**config.mk**
```make
export PLATFORM = sky130hd
export DESIGN_NAME = cpl_top
export DESIGN_NICKNAME = d
export VERILOG_FILES = /design/src/cpl_pkg.sv /design/src/cpl_if.sv /design/src/cpl_qual.sv /design/src/cpl_dcp_fsm.sv /design/src/cpl_top.sv
export SDC_FILE = /design/constraint.sdc
export NUM_CORES = 1
export LEC_CHECK = 0
export BUFFER_PORTS_ARGS = -buffer_cell sky130_fd_sc_hd__clkbuf_2
export CAP_MARGIN = 20
export CORE_UTILIZATION = 60
export CTS_BUF_LIST = sky130_fd_sc_hd__clkbuf_16
export DETAILED_ROUTE_END_ITERATION = 7
export GPL_ROUTABILITY_DRIVEN = 0
export PLACE_DENSITY = 0.81
export SETUP_SLACK_MARGIN = 0.3
export SLEW_MARGIN = 15
export SYNTH_ARGS = -nofsm -noshare
export SYNTH_HDL_FRONTEND = slang
export SYNTH_SLANG_ARGS = --single-unit
```
**constraint.sdc**
```tcl
create_clock -name clk_i -period 4.95 [get_ports clk_i]
set_input_delay 0.99 -clock clk_i [delete_from_list [all_inputs] [get_ports clk_i]]
set_output_delay 0.99 -clock clk_i [all_outputs]
set_load 0.1 [all_outputs]
```
**src/cpl_pkg.sv**
```systemverilog
// Package for the charge port load detect and fault block.
// Assumes a 125 MHz system clock; analog events arrive as synchronous levels.
package cpl_pkg;
  localparam int unsigned CPL_CLK_HZ = 125000000;
  // Qualification and timing figures in their own units
  localparam int unsigned CPL_ASSERT_MS = 200;
  localparam int unsigned CPL_RELEASE_MS = 3000;
  localparam int unsigned CPL_FLT_DEGLITCH_US = 8;
  localparam int unsigned CPL_DISCHARGE_MS = 330;
  localparam int unsigned CPL_RETEST_MS = 200;
  localparam int unsigned CPL_ASSERT_CYC = CPL_CLK_HZ / 1000 * CPL_ASSERT_MS;
  localparam int unsigned CPL_RELEASE_CYC = CPL_CLK_HZ / 1000 * CPL_RELEASE_MS;
  localparam int unsigned CPL_FLT_DEGLITCH_CYC = CPL_CLK_HZ / 1000000 * CPL_FLT_DEGLITCH_US;
  localparam int unsigned CPL_DISCHARGE_CYC = CPL_CLK_HZ / 1000 * CPL_DISCHARGE_MS;
  localparam int unsigned CPL_RETEST_CYC = CPL_CLK_HZ / 1000 * CPL_RETEST_MS;
  localparam int unsigned CPL_CNT_W = 32;
  // Mode codes: {mode_pin_one, mode_pin_two, mode_pin_three, current_select_input}
  localparam logic [3:0] CPL_CODE_CDP = 4'hf;
  localparam logic [3:0] CPL_CODE_SECOND_STANDARD_MODE = 4'he;
  // Wishbone register offsets (byte addresses)
  localparam logic [7:0] CPL_REG_CTRL = 8'h00;
  localparam logic [7:0] CPL_REG_STATUS = 8'h04;
  localparam logic [7:0] CPL_REG_MODE = 8'h08;
  // Control field positions and reset values
  localparam int unsigned CPL_CTRL_MODE_LSB = 0;
  localparam int unsigned CPL_CTRL_SW_EN = 4;
  localparam logic [31:0] CPL_CTRL_RST = 32'h00000000;

  typedef enum logic [2:0] {
    CPL_MODE_DISCHARGE,
    CPL_MODE_AUTO_DCP,
    CPL_MODE_FIRST_STANDARD_MODE,
    CPL_MODE_SECOND_STANDARD_MODE,
    CPL_MODE_CDP,
    CPL_MODE_FORCED_SHORTED,
    CPL_MODE_FORCED_FIRST_DIVIDER_SCHEME
  } cpl_mode_t;

  typedef enum logic [1:0] {
    CPL_SCH_FIRST_DIVIDER_SCHEME,
    CPL_SCH_SECOND_DIVIDER_SCHEME,
    CPL_SCH_SHORTED
  } cpl_scheme_t;

  // Decode of the four mode bits, used by the top only
  function automatic cpl_mode_t cpl_decode(input logic [3:0] code);
    cpl_mode_t m;
    m = CPL_MODE_DISCHARGE;
    case (code[3:1])
      3'h0: m = CPL_MODE_DISCHARGE;
      3'h1: m = CPL_MODE_AUTO_DCP;
      3'h2: m = CPL_MODE_FIRST_STANDARD_MODE;
      3'h3: m = CPL_MODE_AUTO_DCP;
      3'h4: m = CPL_MODE_FORCED_SHORTED;
      3'h5: m = CPL_MODE_FORCED_FIRST_DIVIDER_SCHEME;
      3'h6: m = CPL_MODE_FIRST_STANDARD_MODE;
      default: m = code[0] ? CPL_MODE_CDP : CPL_MODE_SECOND_STANDARD_MODE;
    endcase
    return m;
  endfunction
endpackage

```
**src/cpl_if.sv**
```systemverilog
// Interface carrying the charger scheme handshake between top and machine.
// Assumes both ends share clk_i.
`timescale 1ns/1ps
interface cpl_if;
  logic auto_active;
  logic bc12_attach;
  logic data_line_held;
  logic high_current;
  logic discharge_done;
  logic [1:0] scheme;
  logic discharge_req;
  modport top (output auto_active, bc12_attach, data_line_held, high_current,
    discharge_done, input scheme, discharge_req);
  modport fsm (input auto_active, bc12_attach, data_line_held, high_current,
    discharge_done, output scheme, discharge_req);
endinterface

```
**src/cpl_qual.sv**
```systemverilog
// Qualifier: output follows input only after it holds steady for a count.
// Assumes a synchronous active-high reset.
`timescale 1ns/1ps
module cpl_qual
  import cpl_pkg::*;
#(
  parameter logic [CPL_CNT_W-1:0] HOLD_CYC = 32'h00000010
) (
  // System
  input wire logic clk_i,
  input wire logic rst_i,
  // Clear and level to qualify
  input wire logic clear_i,
  input wire logic level_i,
  output logic qual_o
);
  logic [CPL_CNT_W-1:0] count;

  // A reversal before the count ends restarts the interval
  always_ff @(posedge clk_i) begin
    if (rst_i || clear_i || level_i == qual_o) begin
      count <= '0;
    end else begin
      count <= count + 32'h00000001;
    end
  end

  always_ff @(posedge clk_i) begin
    if (rst_i || clear_i) begin
      qual_o <= 1'b0;
    end else if (level_i != qual_o && count >= HOLD_CYC - 32'h00000001) begin
      qual_o <= level_i;
    end
  end
endmodule

```
**src/cpl_dcp_fsm.sv**
```systemverilog
// Automatic dedicated charger scheme machine.
// Assumes attach and current levels are synchronous; discharge timed by the top.
`timescale 1ns/1ps
module cpl_dcp_fsm
  import cpl_pkg::*;
#(
  parameter logic [CPL_CNT_W-1:0] RETEST_CYC = CPL_RETEST_CYC[CPL_CNT_W-1:0]
) (
  // System
  input wire logic clk_i,
  input wire logic rst_i,
  // Handshake with the top
  cpl_if.fsm port_if
);
  typedef enum logic [2:0] {
    S_DIV1, S_DIS_TO_BC, S_BC12, S_DIS_TO_DIV2, S_DIV2, S_DIS_TO_DIV1
  } cpl_dcp_state_t;
  cpl_dcp_state_t state, next_state;
  logic [CPL_CNT_W-1:0] dwell;

  always_comb begin
    next_state = state;
    case (state)
      S_DIV1: begin
        if (port_if.bc12_attach) begin
          next_state = S_DIS_TO_BC;
        end else if (port_if.high_current) begin
          next_state = S_DIS_TO_DIV2;
        end
        // Divider-compliant attach draws no extra action here
      end
      S_DIS_TO_BC: if (port_if.discharge_done) next_state = S_BC12;
      S_BC12: if (!port_if.data_line_held) next_state = S_DIV1;
      S_DIS_TO_DIV2: if (port_if.discharge_done) next_state = S_DIV2;
      S_DIV2: begin
        // Give the peripheral time to ramp before judging
        if (dwell >= RETEST_CYC && !port_if.high_current) next_state = S_DIS_TO_DIV1;
      end
      S_DIS_TO_DIV1: if (port_if.discharge_done) next_state = S_DIV1;
      default: next_state = S_DIV1;
    endcase
  end

  always_ff @(posedge clk_i) begin
    if (rst_i || !port_if.auto_active) begin
      state <= S_DIV1;
    end else begin
      state <= next_state;
    end
  end

  always_ff @(posedge clk_i) begin
    if (rst_i || state != S_DIV2) begin
      dwell <= '0;
    end else if (dwell < RETEST_CYC) begin
      dwell <= dwell + 32'h00000001;
    end
  end

  always_comb begin
    port_if.discharge_req = (state == S_DIS_TO_BC) || (state == S_DIS_TO_DIV2) ||
      (state == S_DIS_TO_DIV1);
    case (state)
      S_BC12, S_DIS_TO_BC: port_if.scheme = 2'(CPL_SCH_SHORTED);
      S_DIV2, S_DIS_TO_DIV2: port_if.scheme = 2'(CPL_SCH_SECOND_DIVIDER_SCHEME);
      default: port_if.scheme = 2'(CPL_SCH_FIRST_DIVIDER_SCHEME);
    endcase
  end
endmodule

```
**src/cpl_top.sv**
```systemverilog
// Charge port controller: load-present indication, charger scheme, faults.
// Assumes analog comparators deliver synchronous levels; Wishbone classic slave.
`timescale 1ns/1ps
module cpl_top
  import cpl_pkg::*;
#(
  parameter logic [CPL_CNT_W-1:0] ASSERT_CYC = CPL_ASSERT_CYC[CPL_CNT_W-1:0],
  parameter logic [CPL_CNT_W-1:0] RELEASE_CYC = CPL_RELEASE_CYC[CPL_CNT_W-1:0],
  parameter logic [CPL_CNT_W-1:0] DISCHARGE_CYC = CPL_DISCHARGE_CYC[CPL_CNT_W-1:0],
  parameter logic [CPL_CNT_W-1:0] RETEST_CYC = CPL_RETEST_CYC[CPL_CNT_W-1:0]
) (
  // System
  input wire logic clk_i,
  input wire logic rst_i,
  // Wishbone classic slave
  input wire logic wb_cyc_i,
  input wire logic wb_stb_i,
  input wire logic wb_we_i,
  input wire logic [7:0] wb_adr_i,
  input wire logic [3:0] wb_sel_i,
  input wire logic [31:0] wb_dat_i,
  output logic [31:0] wb_dat_o,
  output logic wb_ack_o,
  // Analog comparator levels
  input wire logic load_above_assert_i,
  input wire logic load_below_release_i,
  input wire logic primary_detect_i,
  input wire logic bc12_attach_i,
  input wire logic data_line_held_i,
  input wire logic charge_above_750ma_i,
  input wire logic in_current_limit_i,
  input wire logic temp_above_135_i,
  input wire logic temp_above_155_i,
  input wire logic temp_cooled_135_i,
  input wire logic temp_cooled_155_i,
  input wire logic supply_above_on_i,
  input wire logic supply_below_off_i,
  // Pins and power-stage controls
  output logic load_present_n_o,
  output logic fault_n_o,
  output logic fault_oe_n_o,
  output logic switch_on_o,
  output logic discharge_o,
  output logic use_high_limit_o,
  output logic data_switch_on_o,
  output logic [1:0] scheme_o
);
  logic [31:0] ctrl;
  logic [3:0] mode_code;
  logic [3:0] prev_code;
  cpl_mode_t mode;
  logic detect_mode;
  logic load_up;
  logic load_down;
  logic hold_assert;
  logic hold_release;
  logic load_present;
  logic cl_qual;
  logic shut_135;
  logic shut_155;
  logic input_undervoltage_lockout_ok;
  logic mode_discharge;
  logic [CPL_CNT_W-1:0] dis_count;
  logic dis_active;
  logic fault_now;
  cpl_if port_if();

  assign mode_code = ctrl[CPL_CTRL_MODE_LSB +: 4];
  assign mode = cpl_decode(mode_code);
  assign detect_mode = (mode == CPL_MODE_CDP) ||
    (mode == CPL_MODE_AUTO_DCP && mode_code[0]);

  // Wishbone slave: one wait state, ack drops the cycle after it is given
  always_ff @(posedge clk_i) begin
    if (rst_i) begin
      wb_ack_o <= 1'b0;
    end else begin
      wb_ack_o <= wb_cyc_i && wb_stb_i && !wb_ack_o;
    end
  end

  always_ff @(posedge clk_i) begin
    if (rst_i) begin
      ctrl <= CPL_CTRL_RST;
    end else if (wb_cyc_i && wb_stb_i && wb_we_i && !wb_ack_o &&
        wb_adr_i == CPL_REG_CTRL) begin
      for (int b = 0; b < 4; b++) begin
        if (wb_sel_i[b]) ctrl[b*8 +: 8] <= wb_dat_i[b*8 +: 8];
      end
    end
  end

  always_ff @(posedge clk_i) begin
    if (rst_i) begin
      wb_dat_o <= 32'h00000000;
    end else if (wb_cyc_i && wb_stb_i && !wb_ack_o) begin
      case (wb_adr_i)
        CPL_REG_CTRL: wb_dat_o <= ctrl;
        CPL_REG_STATUS: wb_dat_o <= {24'h000000, input_undervoltage_lockout_ok, shut_155, shut_135,
          cl_qual, dis_active, switch_on_o, fault_now, load_present};
        CPL_REG_MODE: wb_dat_o <= {24'h000000, 1'b0, scheme_o, 2'h0, 3'(mode)};
        default: wb_dat_o <= 32'h00000000;
      endcase
    end
  end

  // Load detection qualification
  assign load_up = detect_mode && load_above_assert_i;
  assign load_down = load_below_release_i;

  cpl_qual #(.HOLD_CYC(ASSERT_CYC)) u_assert_q (
    .clk_i(clk_i),
    .rst_i(rst_i),
    .clear_i(!detect_mode),
    .level_i(load_up),
    .qual_o(hold_assert)
  );

  // Release timer runs only while present, so every release waits the full time
  cpl_qual #(.HOLD_CYC(RELEASE_CYC)) u_release_q (
    .clk_i(clk_i),
    .rst_i(rst_i),
    .clear_i(!detect_mode || !load_present),
    .level_i(load_down),
    .qual_o(hold_release)
  );

  // In CDP a primary detection sets the flag; only a full low-load interval or leaving detection clears it
  always_ff @(posedge clk_i) begin
    if (rst_i || !detect_mode) begin
      load_present <= 1'b0;
    end else if (hold_assert || (mode == CPL_MODE_CDP && primary_detect_i)) begin
      load_present <= 1'b1;
    end else if (hold_release) begin
      load_present <= 1'b0;
    end
  end
  assign load_present_n_o = !load_present;

  // Detection never picks the low limit; only standard and forced modes may
  always_comb begin
    case (mode)
      CPL_MODE_FIRST_STANDARD_MODE, CPL_MODE_FORCED_SHORTED, CPL_MODE_FORCED_FIRST_DIVIDER_SCHEME:
        use_high_limit_o = mode_code[0];
      CPL_MODE_SECOND_STANDARD_MODE: use_high_limit_o = 1'b0;
      default: use_high_limit_o = 1'b1;
    endcase
  end

  // Fault deglitch on current limit
  cpl_qual #(.HOLD_CYC(CPL_FLT_DEGLITCH_CYC[CPL_CNT_W-1:0])) u_cl_q (
    .clk_i(clk_i),
    .rst_i(rst_i),
    // Only the onset is deglitched; the pin lets go as soon as the limit ends
    .clear_i(!in_current_limit_i),
    .level_i(in_current_limit_i),
    .qual_o(cl_qual)
  );

  // Thermal shutdowns with cooling hysteresis, cycling while fault persists
  always_ff @(posedge clk_i) begin
    if (rst_i) begin
      shut_135 <= 1'b0;
    end else if (temp_above_135_i && in_current_limit_i) begin
      shut_135 <= 1'b1;
    end else if (temp_cooled_135_i) begin
      shut_135 <= 1'b0;
    end
  end

  always_ff @(posedge clk_i) begin
    if (rst_i) begin
      shut_155 <= 1'b0;
    end else if (temp_above_155_i) begin
      shut_155 <= 1'b1;
    end else if (temp_cooled_155_i) begin
      shut_155 <= 1'b0;
    end
  end

  // Separate on and off thresholds give the lockout its hysteresis
  always_ff @(posedge clk_i) begin
    if (rst_i) begin
      input_undervoltage_lockout_ok <= 1'b0;
    end else if (supply_above_on_i) begin
      input_undervoltage_lockout_ok <= 1'b1;
    end else if (supply_below_off_i) begin
      input_undervoltage_lockout_ok <= 1'b0;
    end
  end

  // Over-temperature is shown without waiting on the deglitch
  assign fault_now = shut_135 || shut_155 || cl_qual;
  always_ff @(posedge clk_i) begin
    if (rst_i) begin
      fault_oe_n_o <= 1'b1;
    end else begin
      fault_oe_n_o <= !fault_now;
    end
  end
  assign fault_n_o = 1'b0;

  // Mode change discharge; 1110 and 1111 swap silently
  always_ff @(posedge clk_i) begin
    if (rst_i) begin
      prev_code <= 4'h0;
    end else begin
      prev_code <= mode_code;
    end
  end
  assign mode_discharge = (prev_code != mode_code) &&
    !(prev_code[3:1] == CPL_CODE_CDP[3:1] && mode_code[3:1] == CPL_CODE_SECOND_STANDARD_MODE[3:1]) &&
    !(cpl_decode(prev_code) == cpl_decode(mode_code));

  always_ff @(posedge clk_i) begin
    if (rst_i) begin
      dis_count <= '0;
    end else if (mode_discharge || (port_if.discharge_req && !dis_active &&
        !port_if.discharge_done)) begin
      dis_count <= DISCHARGE_CYC;
    end else if (dis_count != '0) begin
      dis_count <= dis_count - 32'h00000001;
    end
  end
  assign dis_active = dis_count != '0;

  // Charger machine inputs
  assign port_if.auto_active = mode == CPL_MODE_AUTO_DCP;
  assign port_if.bc12_attach = bc12_attach_i;
  assign port_if.data_line_held = data_line_held_i;
  assign port_if.high_current = charge_above_750ma_i;
  assign port_if.discharge_done = dis_count == 32'h00000001;

  cpl_dcp_fsm #(.RETEST_CYC(RETEST_CYC)) u_dcp (
    .clk_i(clk_i),
    .rst_i(rst_i),
    .port_if(port_if)
  );

  // Power stage outputs
  always_ff @(posedge clk_i) begin
    if (rst_i) begin
      switch_on_o <= 1'b0;
      discharge_o <= 1'b0;
      data_switch_on_o <= 1'b0;
      scheme_o <= 2'(CPL_SCH_FIRST_DIVIDER_SCHEME);
    end else begin
      // Switch held off while discharging
      switch_on_o <= input_undervoltage_lockout_ok && !shut_135 && !shut_155 && ctrl[CPL_CTRL_SW_EN] &&
        mode != CPL_MODE_DISCHARGE && !dis_active;
      discharge_o <= dis_active || mode == CPL_MODE_DISCHARGE;
      // Data path only in standard and downstream modes
      data_switch_on_o <= ctrl[CPL_CTRL_SW_EN] && !dis_active &&
        (mode == CPL_MODE_FIRST_STANDARD_MODE || mode == CPL_MODE_SECOND_STANDARD_MODE || mode == CPL_MODE_CDP);
      case (mode)
        CPL_MODE_FORCED_SHORTED: scheme_o <= 2'(CPL_SCH_SHORTED);
        CPL_MODE_FORCED_FIRST_DIVIDER_SCHEME: scheme_o <= 2'(CPL_SCH_FIRST_DIVIDER_SCHEME);
        CPL_MODE_AUTO_DCP: scheme_o <= port_if.scheme;
        default: scheme_o <= 2'(CPL_SCH_FIRST_DIVIDER_SCHEME);
      endcase
    end
  end
endmodule

```
# ---- Word level (Yosys, flattened, before mapping)
# Index checks and enable logic that the tools add are counted.
dict set report classes {
  add_sub_neg 5
  order_cmp 5
  eq_ne 43
  muxes 26
  reduce_logical 82
}
# cell n
set op_table {}
lappend op_table {{32-bit by 1-bit adder with 32-bit output, second input constant} 4}
lappend op_table {{32-bit one-hot mux with 3 select lines} 1}
lappend op_table {{32-bit by 25-bit >= comparator with 1-bit output, second input constant} 2}
lappend op_table {{26-bit 2-to-1 mux} 2}
lappend op_table {{3-bit equality test, second input constant} 13}
lappend op_table {{32-bit by 1-bit equality test with 1-bit output, second input constant} 1}
lappend op_table {{32-bit by 10-bit >= comparator with 1-bit output, second input constant} 1}
lappend op_table {{32-bit by 29-bit >= comparator with 1-bit output, second input constant} 1}
lappend op_table {{32-bit by 25-bit < comparator with 1-bit output, second input constant} 1}
lappend op_table {{32-bit nonzero test} 1}
lappend op_table {{32-bit by 1-bit subtractor with 32-bit output, second input constant} 1}
lappend op_table {{3-bit one-hot mux with 5 select lines} 2}
lappend op_table {{3-bit 2-to-1 mux} 9}
lappend op_table {{1-bit logical AND} 25}
lappend op_table {{3-bit by 2-bit equality test with 1-bit output, second input constant} 8}
lappend op_table {{1-bit logical OR} 19}
lappend op_table {{3-bit one-hot mux with 6 select lines} 1}
lappend op_table {{2-bit OR reduction} 7}
lappend op_table {{1-bit zero test} 13}
lappend op_table {{3-bit by 1-bit equality test with 1-bit output, second input constant} 4}
lappend op_table {{3-bit zero test} 4}
lappend op_table {{2-bit nonzero test} 5}
lappend op_table {{8-bit by 3-bit equality test with 1-bit output, second input constant} 1}
lappend op_table {{8-bit by 4-bit equality test with 1-bit output, second input constant} 1}
lappend op_table {{15 further kinds} 34}
dict set report totals {
  regBits 245
  in_bits 62
  elab_cells 187
}

# ---- Longest topological paths before layout
dict set report depth {
  word_depth 10
  mapped_depth 8
  mapped_depth_nobuf 8
}

# ---- Hierarchy
# Synthesis repeated with hierarchy kept, for this count alone.
dict set report hier_totals {
  cells_unflattened 1301
  hier_area_um2 11394.7
}
# module n_inst cells_each area_each_um2 seq_area_each_um2
set modules_own_cells {}
lappend modules_own_cells {cpl_top 1 529 4788.3 2222.1}
lappend modules_own_cells {cpl_dcp_fsm 1 208 1764.2 700.7}
lappend modules_own_cells {{cpl_qual at u_release_q} 1 189 1656.6 660.6}
lappend modules_own_cells {{cpl_qual at u_assert_q} 1 186 1619.1 660.6}
lappend modules_own_cells {{cpl_qual at u_cl_q} 1 189 1566.5 660.6}

# ---- Worst setup path after synthesis
# OpenSTA, ideal clock, no wires.
dict set report synth_timing {
  path_type {input port to flip-flop}
  from {in wb_adr_i[1]}
  to {reg ctrl[31]}
  setup_ps 128
  arrival_time_ps 2995
  slack_ps 1828
  stages 6
  path_cell_list {or4_1 > or4_1 > nor3_2 > nand3_1 > mux2i_1 > nor2_1}
}
dict set report synth_via {
  elab_chain_cells 3
}
# element line
set synth_rtl {}
lappend synth_rtl {{start: declaration} cpl_top.sv:19} ;# input wire logic [7:0] wb_adr_i,
lappend synth_rtl {{8-bit zero test} cpl_top.sv:86} ;# wb_adr_i == CPL_REG_CTRL) begin
lappend synth_rtl {{1-bit logical AND} cpl_top.sv:85} ;# end else if (wb_cyc_i && wb_stb_i && wb_we_i && !wb_ack_o &&
lappend synth_rtl {{2-bit AND reduction (no line)} n/a}
lappend synth_rtl {{end signal: indexed assignment} cpl_top.sv:88} ;# if (wb_sel_i[b]) ctrl[b*8 +: 8] <= wb_dat_i[b*8 +: 8];
lappend synth_rtl {{end: declaration} cpl_top.sv:48} ;# logic [31:0] ctrl;
# No other way between the ends.
# A chain may end at the register's enable or synchronous reset.

# ---- Worst setup path in the final report
dict set report layout_timing {
  from {reg dis_count[6]}
  to {reg dis_count[0]}
}
dict set report layout_via {
  elab_chain_cells 6
  word_cells_on_any_way 8
}
# element line
set layout_rtl {}
lappend layout_rtl {{start: declaration} cpl_top.sv:63} ;# logic [CPL_CNT_W-1:0] dis_count;
lappend layout_rtl {{start signal: assignment} cpl_top.sv:222} ;# dis_count <= dis_count - 32'h00000001;
lappend layout_rtl {{32-bit nonzero test} {cpl_top.sv:221, cpl_top.sv:225}}
lappend layout_rtl {{1-bit zero test} cpl_top.sv:218} ;# end else if (mode_discharge || (port_if.discharge_req && !dis_active &&
lappend layout_rtl {{1-bit logical AND (2 in a row)} cpl_top.sv:218}
lappend layout_rtl {{1-bit logical OR} cpl_top.sv:218}
lappend layout_rtl {{2-bit OR reduction (no line)} n/a}
# Several ways; a longest one is shown, not always the timed one.

==> run_results.csv <==
group,metric,value,unit
die,die_h,136,um
pwr,p_int,3.61,mW
synth,ys_warn_count,0,
synth,synth_cell_types,69,
final_layout,multi_input_area,5540,um2
sta,relSlewSlack,24.7,%
synth,netlist_instances,1228,
die,fp.dieW,136,um
sta,setup_viol,0,
clock_tree,cts_setup_buffers,0,
synth,ys_seq_area_share,45.6,%
sta,period_minus_slack,3.02,ns
placed_design,dp.cells,1503,
pwr,comb_power_share,21.0,%
sta,period_share,61.0,%
clock_tree,cts.sinks,245,
final_layout,nFillCells,1378,
pwr,pwr-share-seq,42.8,%
clock_tree,cts_resized,0,
final_layout,antenna_cells,0,
pwr,p_sw_share,29.8,%
sta,rsz0062_at_grt,"false",
critical_path,worst-setup-path-type,"reg2reg",
synth,syn_avg_cell_area,8.76,um2
final_layout,drive_above_1_share,13.3,%
outcome,status,"finished, final reports clean",
placed_design,dpl.hpwl,16100,um
pwr,switching_power,1.53,mW
route,drt_wl_total,23900,um
route,routed_via_density,5.78,
route,drt_iter0_drc,608,
die,rows,48,
pwr,vdd_drop_max,545,uV
synth,netlist_area,10800,um2
die,start_util,61.8,%
critical_path,startpoint_type,"register",
route,ant_nets,0,
synth,ys.flop_type,"dfxtp_1",
global_route,grt_max_degree,76,
clock_tree,cts-htree-levels,1,
synth,async_flop_share,0,%
pwr,clkPwrFrac,36.3,%
die,die_area,18500,um2
clock_tree,cts_tree,"built",
critical_path,crit_fanout,19,
clock_tree,clk_pin_slew_worst_paths,0.06,ns
route,via_count,8950,
sta,skew,0.0136,ns
final_layout,final_core_util,70.0,%
clock_tree,clock_latency,0.52,ns
sta,max_freq,331,MHz
synth,ys_ff_latch,245,
clock_tree,cts_root_buffer,"clkbuf_16",
global_route,track_usage,26.3,%
sta,hold_viol,0,
critical_path,cp.required,5.31,ns
die,ios,104,
pwr,power.density,422,nW/um2
global_route,grt_pass1_vias,8492,
critical_path,end_kind,"register",
hold_path,hold_path_class,"reg2reg",
final_layout,final_cell_mix,"dfxtp_1, nor2_1, clkbuf_2",
die,core_area,17400,um2
job,max_cap_violations,0,
global_route,antenna_found_initial,0,
sta,slew_violations,0,
global_route,grt_pass1_wl,39700,um
clock_tree,numCtsBuffers,25,
route,wl_per_cell,15.4,um
route,dr.pass1.iters,4,
clock_tree,clockBufferDepth,3,
sta,tns,0,ns
critical_path,cp.arrival,3.38,ns
route,drc,0,
final_layout,final_common_cell,"dfxtp_1",
synth,syn-num-nets,1297,
global_route,grt_remaining_overflow,0,
final_layout,finish.net_count,1375,
final_layout,syn_to_final_growth,13.3,%
final_layout,seq_area,4900,um2
final_layout,final_cells,1549,
pwr,power.leakage,4.65,nW
clock_tree,cts_hold_buf,0,
sta,tightestPinTransition,1.13,ns
synth,synth_edf_count,0,
placed_design,io_buffers,102,
-- state kept, by name (all words and copies together) (netlist names), 2 cells and up --
signal	count
prev_code	4
scheme_o	2
ctrl	32
u_dcp.state	3
u_assert_q.count	32
u_cl_q.count	32
wb_dat_o	32
u_dcp.dwell	32
dis_count	32
u_release_q.count	32
-- worst max-delay path, stage by stage (launching register included) --
cell and delay (ns):
dfxtp_1 0.36, nor4_1 0.68, nand4_1 0.46, nor3_4 0.51
nand3_4 0.28, o311ai_4 0.40, nor3_1 0.15
-- through the flow --
step                      hold slack (ns)  setup slack [ns]  instance area [um2]  power (mW)
after floorplan                     0.418              1.83                10800        3.15
after global placement              0.433              1.60                11400        3.27
after detailed placement            0.448              1.50                11400        3.29
after CTS                           0.465              1.97                12200        5.15
after global routing                0.488              1.68                12200        5.38
final                               0.459              1.93                12200        5.14
-- cell families (layout without fill, tap and decap cells) --
group           Yosys count  after routing  synth area share, %
xor+xnor                113            113                 9.20
mux                      42             42                 3.93
other cells               1              1               0.0348
buf+inv                  78            174                 2.95
simple gates            568            568                 26.6
fa+ha+maj                 7              7                0.814
flops                   245            245                 45.6
compound gates          174            174                 10.9
-- metal layers --
metal	track usage [%]	wire length, um	vias to the layer above
met1	34.0	10700	4143
met5	0	0	-
met2	41.9	10800	259
met4	10.1	680	0
li1	-	-	4500
met3	6.82	1670	48
-- power groups by stage --
stage | logic (mW) | clock network (mW) | registers (mW)
detailed placement | 1.05 | 0 | 2.24
floorplan | 0.926 | 0 | 2.22
finish | 1.08 | 1.86 | 2.20
global route | 1.20 | 1.97 | 2.22
CTS | 1.07 | 1.89 | 2.20
global placement | 1.04 | 0 | 2.23
-- final timing paths --
| path | start | end | slack (ns) | cells after the start |
|---|---|---|---|---|
| max | dis_count[6]$_SDFFE_PP0P_ | dis_count[0]$_SDFFE_PP0P_ | 1.93 | 6 |
| min | u_dcp.dwell[30]$_SDFFE_PP0P_ | u_dcp.dwell[30]$_SDFFE_PP0P_ | 0.46 | 1 |
| max reg2reg | dis_count[6]$_SDFFE_PP0P_ | dis_count[0]$_SDFFE_PP0P_ | 1.93 | 6 |
| min reg2reg | u_dcp.dwell[30]$_SDFFE_PP0P_ | u_dcp.dwell[30]$_SDFFE_PP0P_ | 0.46 | 1 |
-- synthesized netlist by cell type (all sizes together), types with 7 or more instances --
master  number  area (um2)
o21ai       31         155
a22oi       32         240
xnor2       53         464
nor3        36         196
nor4        24         150
xor2        60         526
nand2b      10        62.6
nand2       60         225
nor2b       14        87.6
or4         18         143
or3         26         163
and2        12        75.1
a31oi       13        81.3
mux2i       40         400
inv         19        71.3
nor2       216         836
ha           7        87.6
dfxtp      245        4900
nand4       37         231
and4         9        78.8
and3        31         194
a21oi       40         200
nand3       62         323
o31ai       10        75.1
clkbuf      54         204
-- cell type report --
| class | instances | area share (%) |
|---|---|---|
| Clock buffer | 25 | 5.13 |
| Timing Repair Buffer | 110 | 4.80 |
| Multi-Input combinational cell | 905 | 45.5 |
| Tap cell | 225 | 2.31 |
| Clock inverter | 20 | 1.50 |
| Inverter | 19 | 0.585 |
| Sequential cell | 245 | 40.2 |
Power figures use the tool's default switching activity.
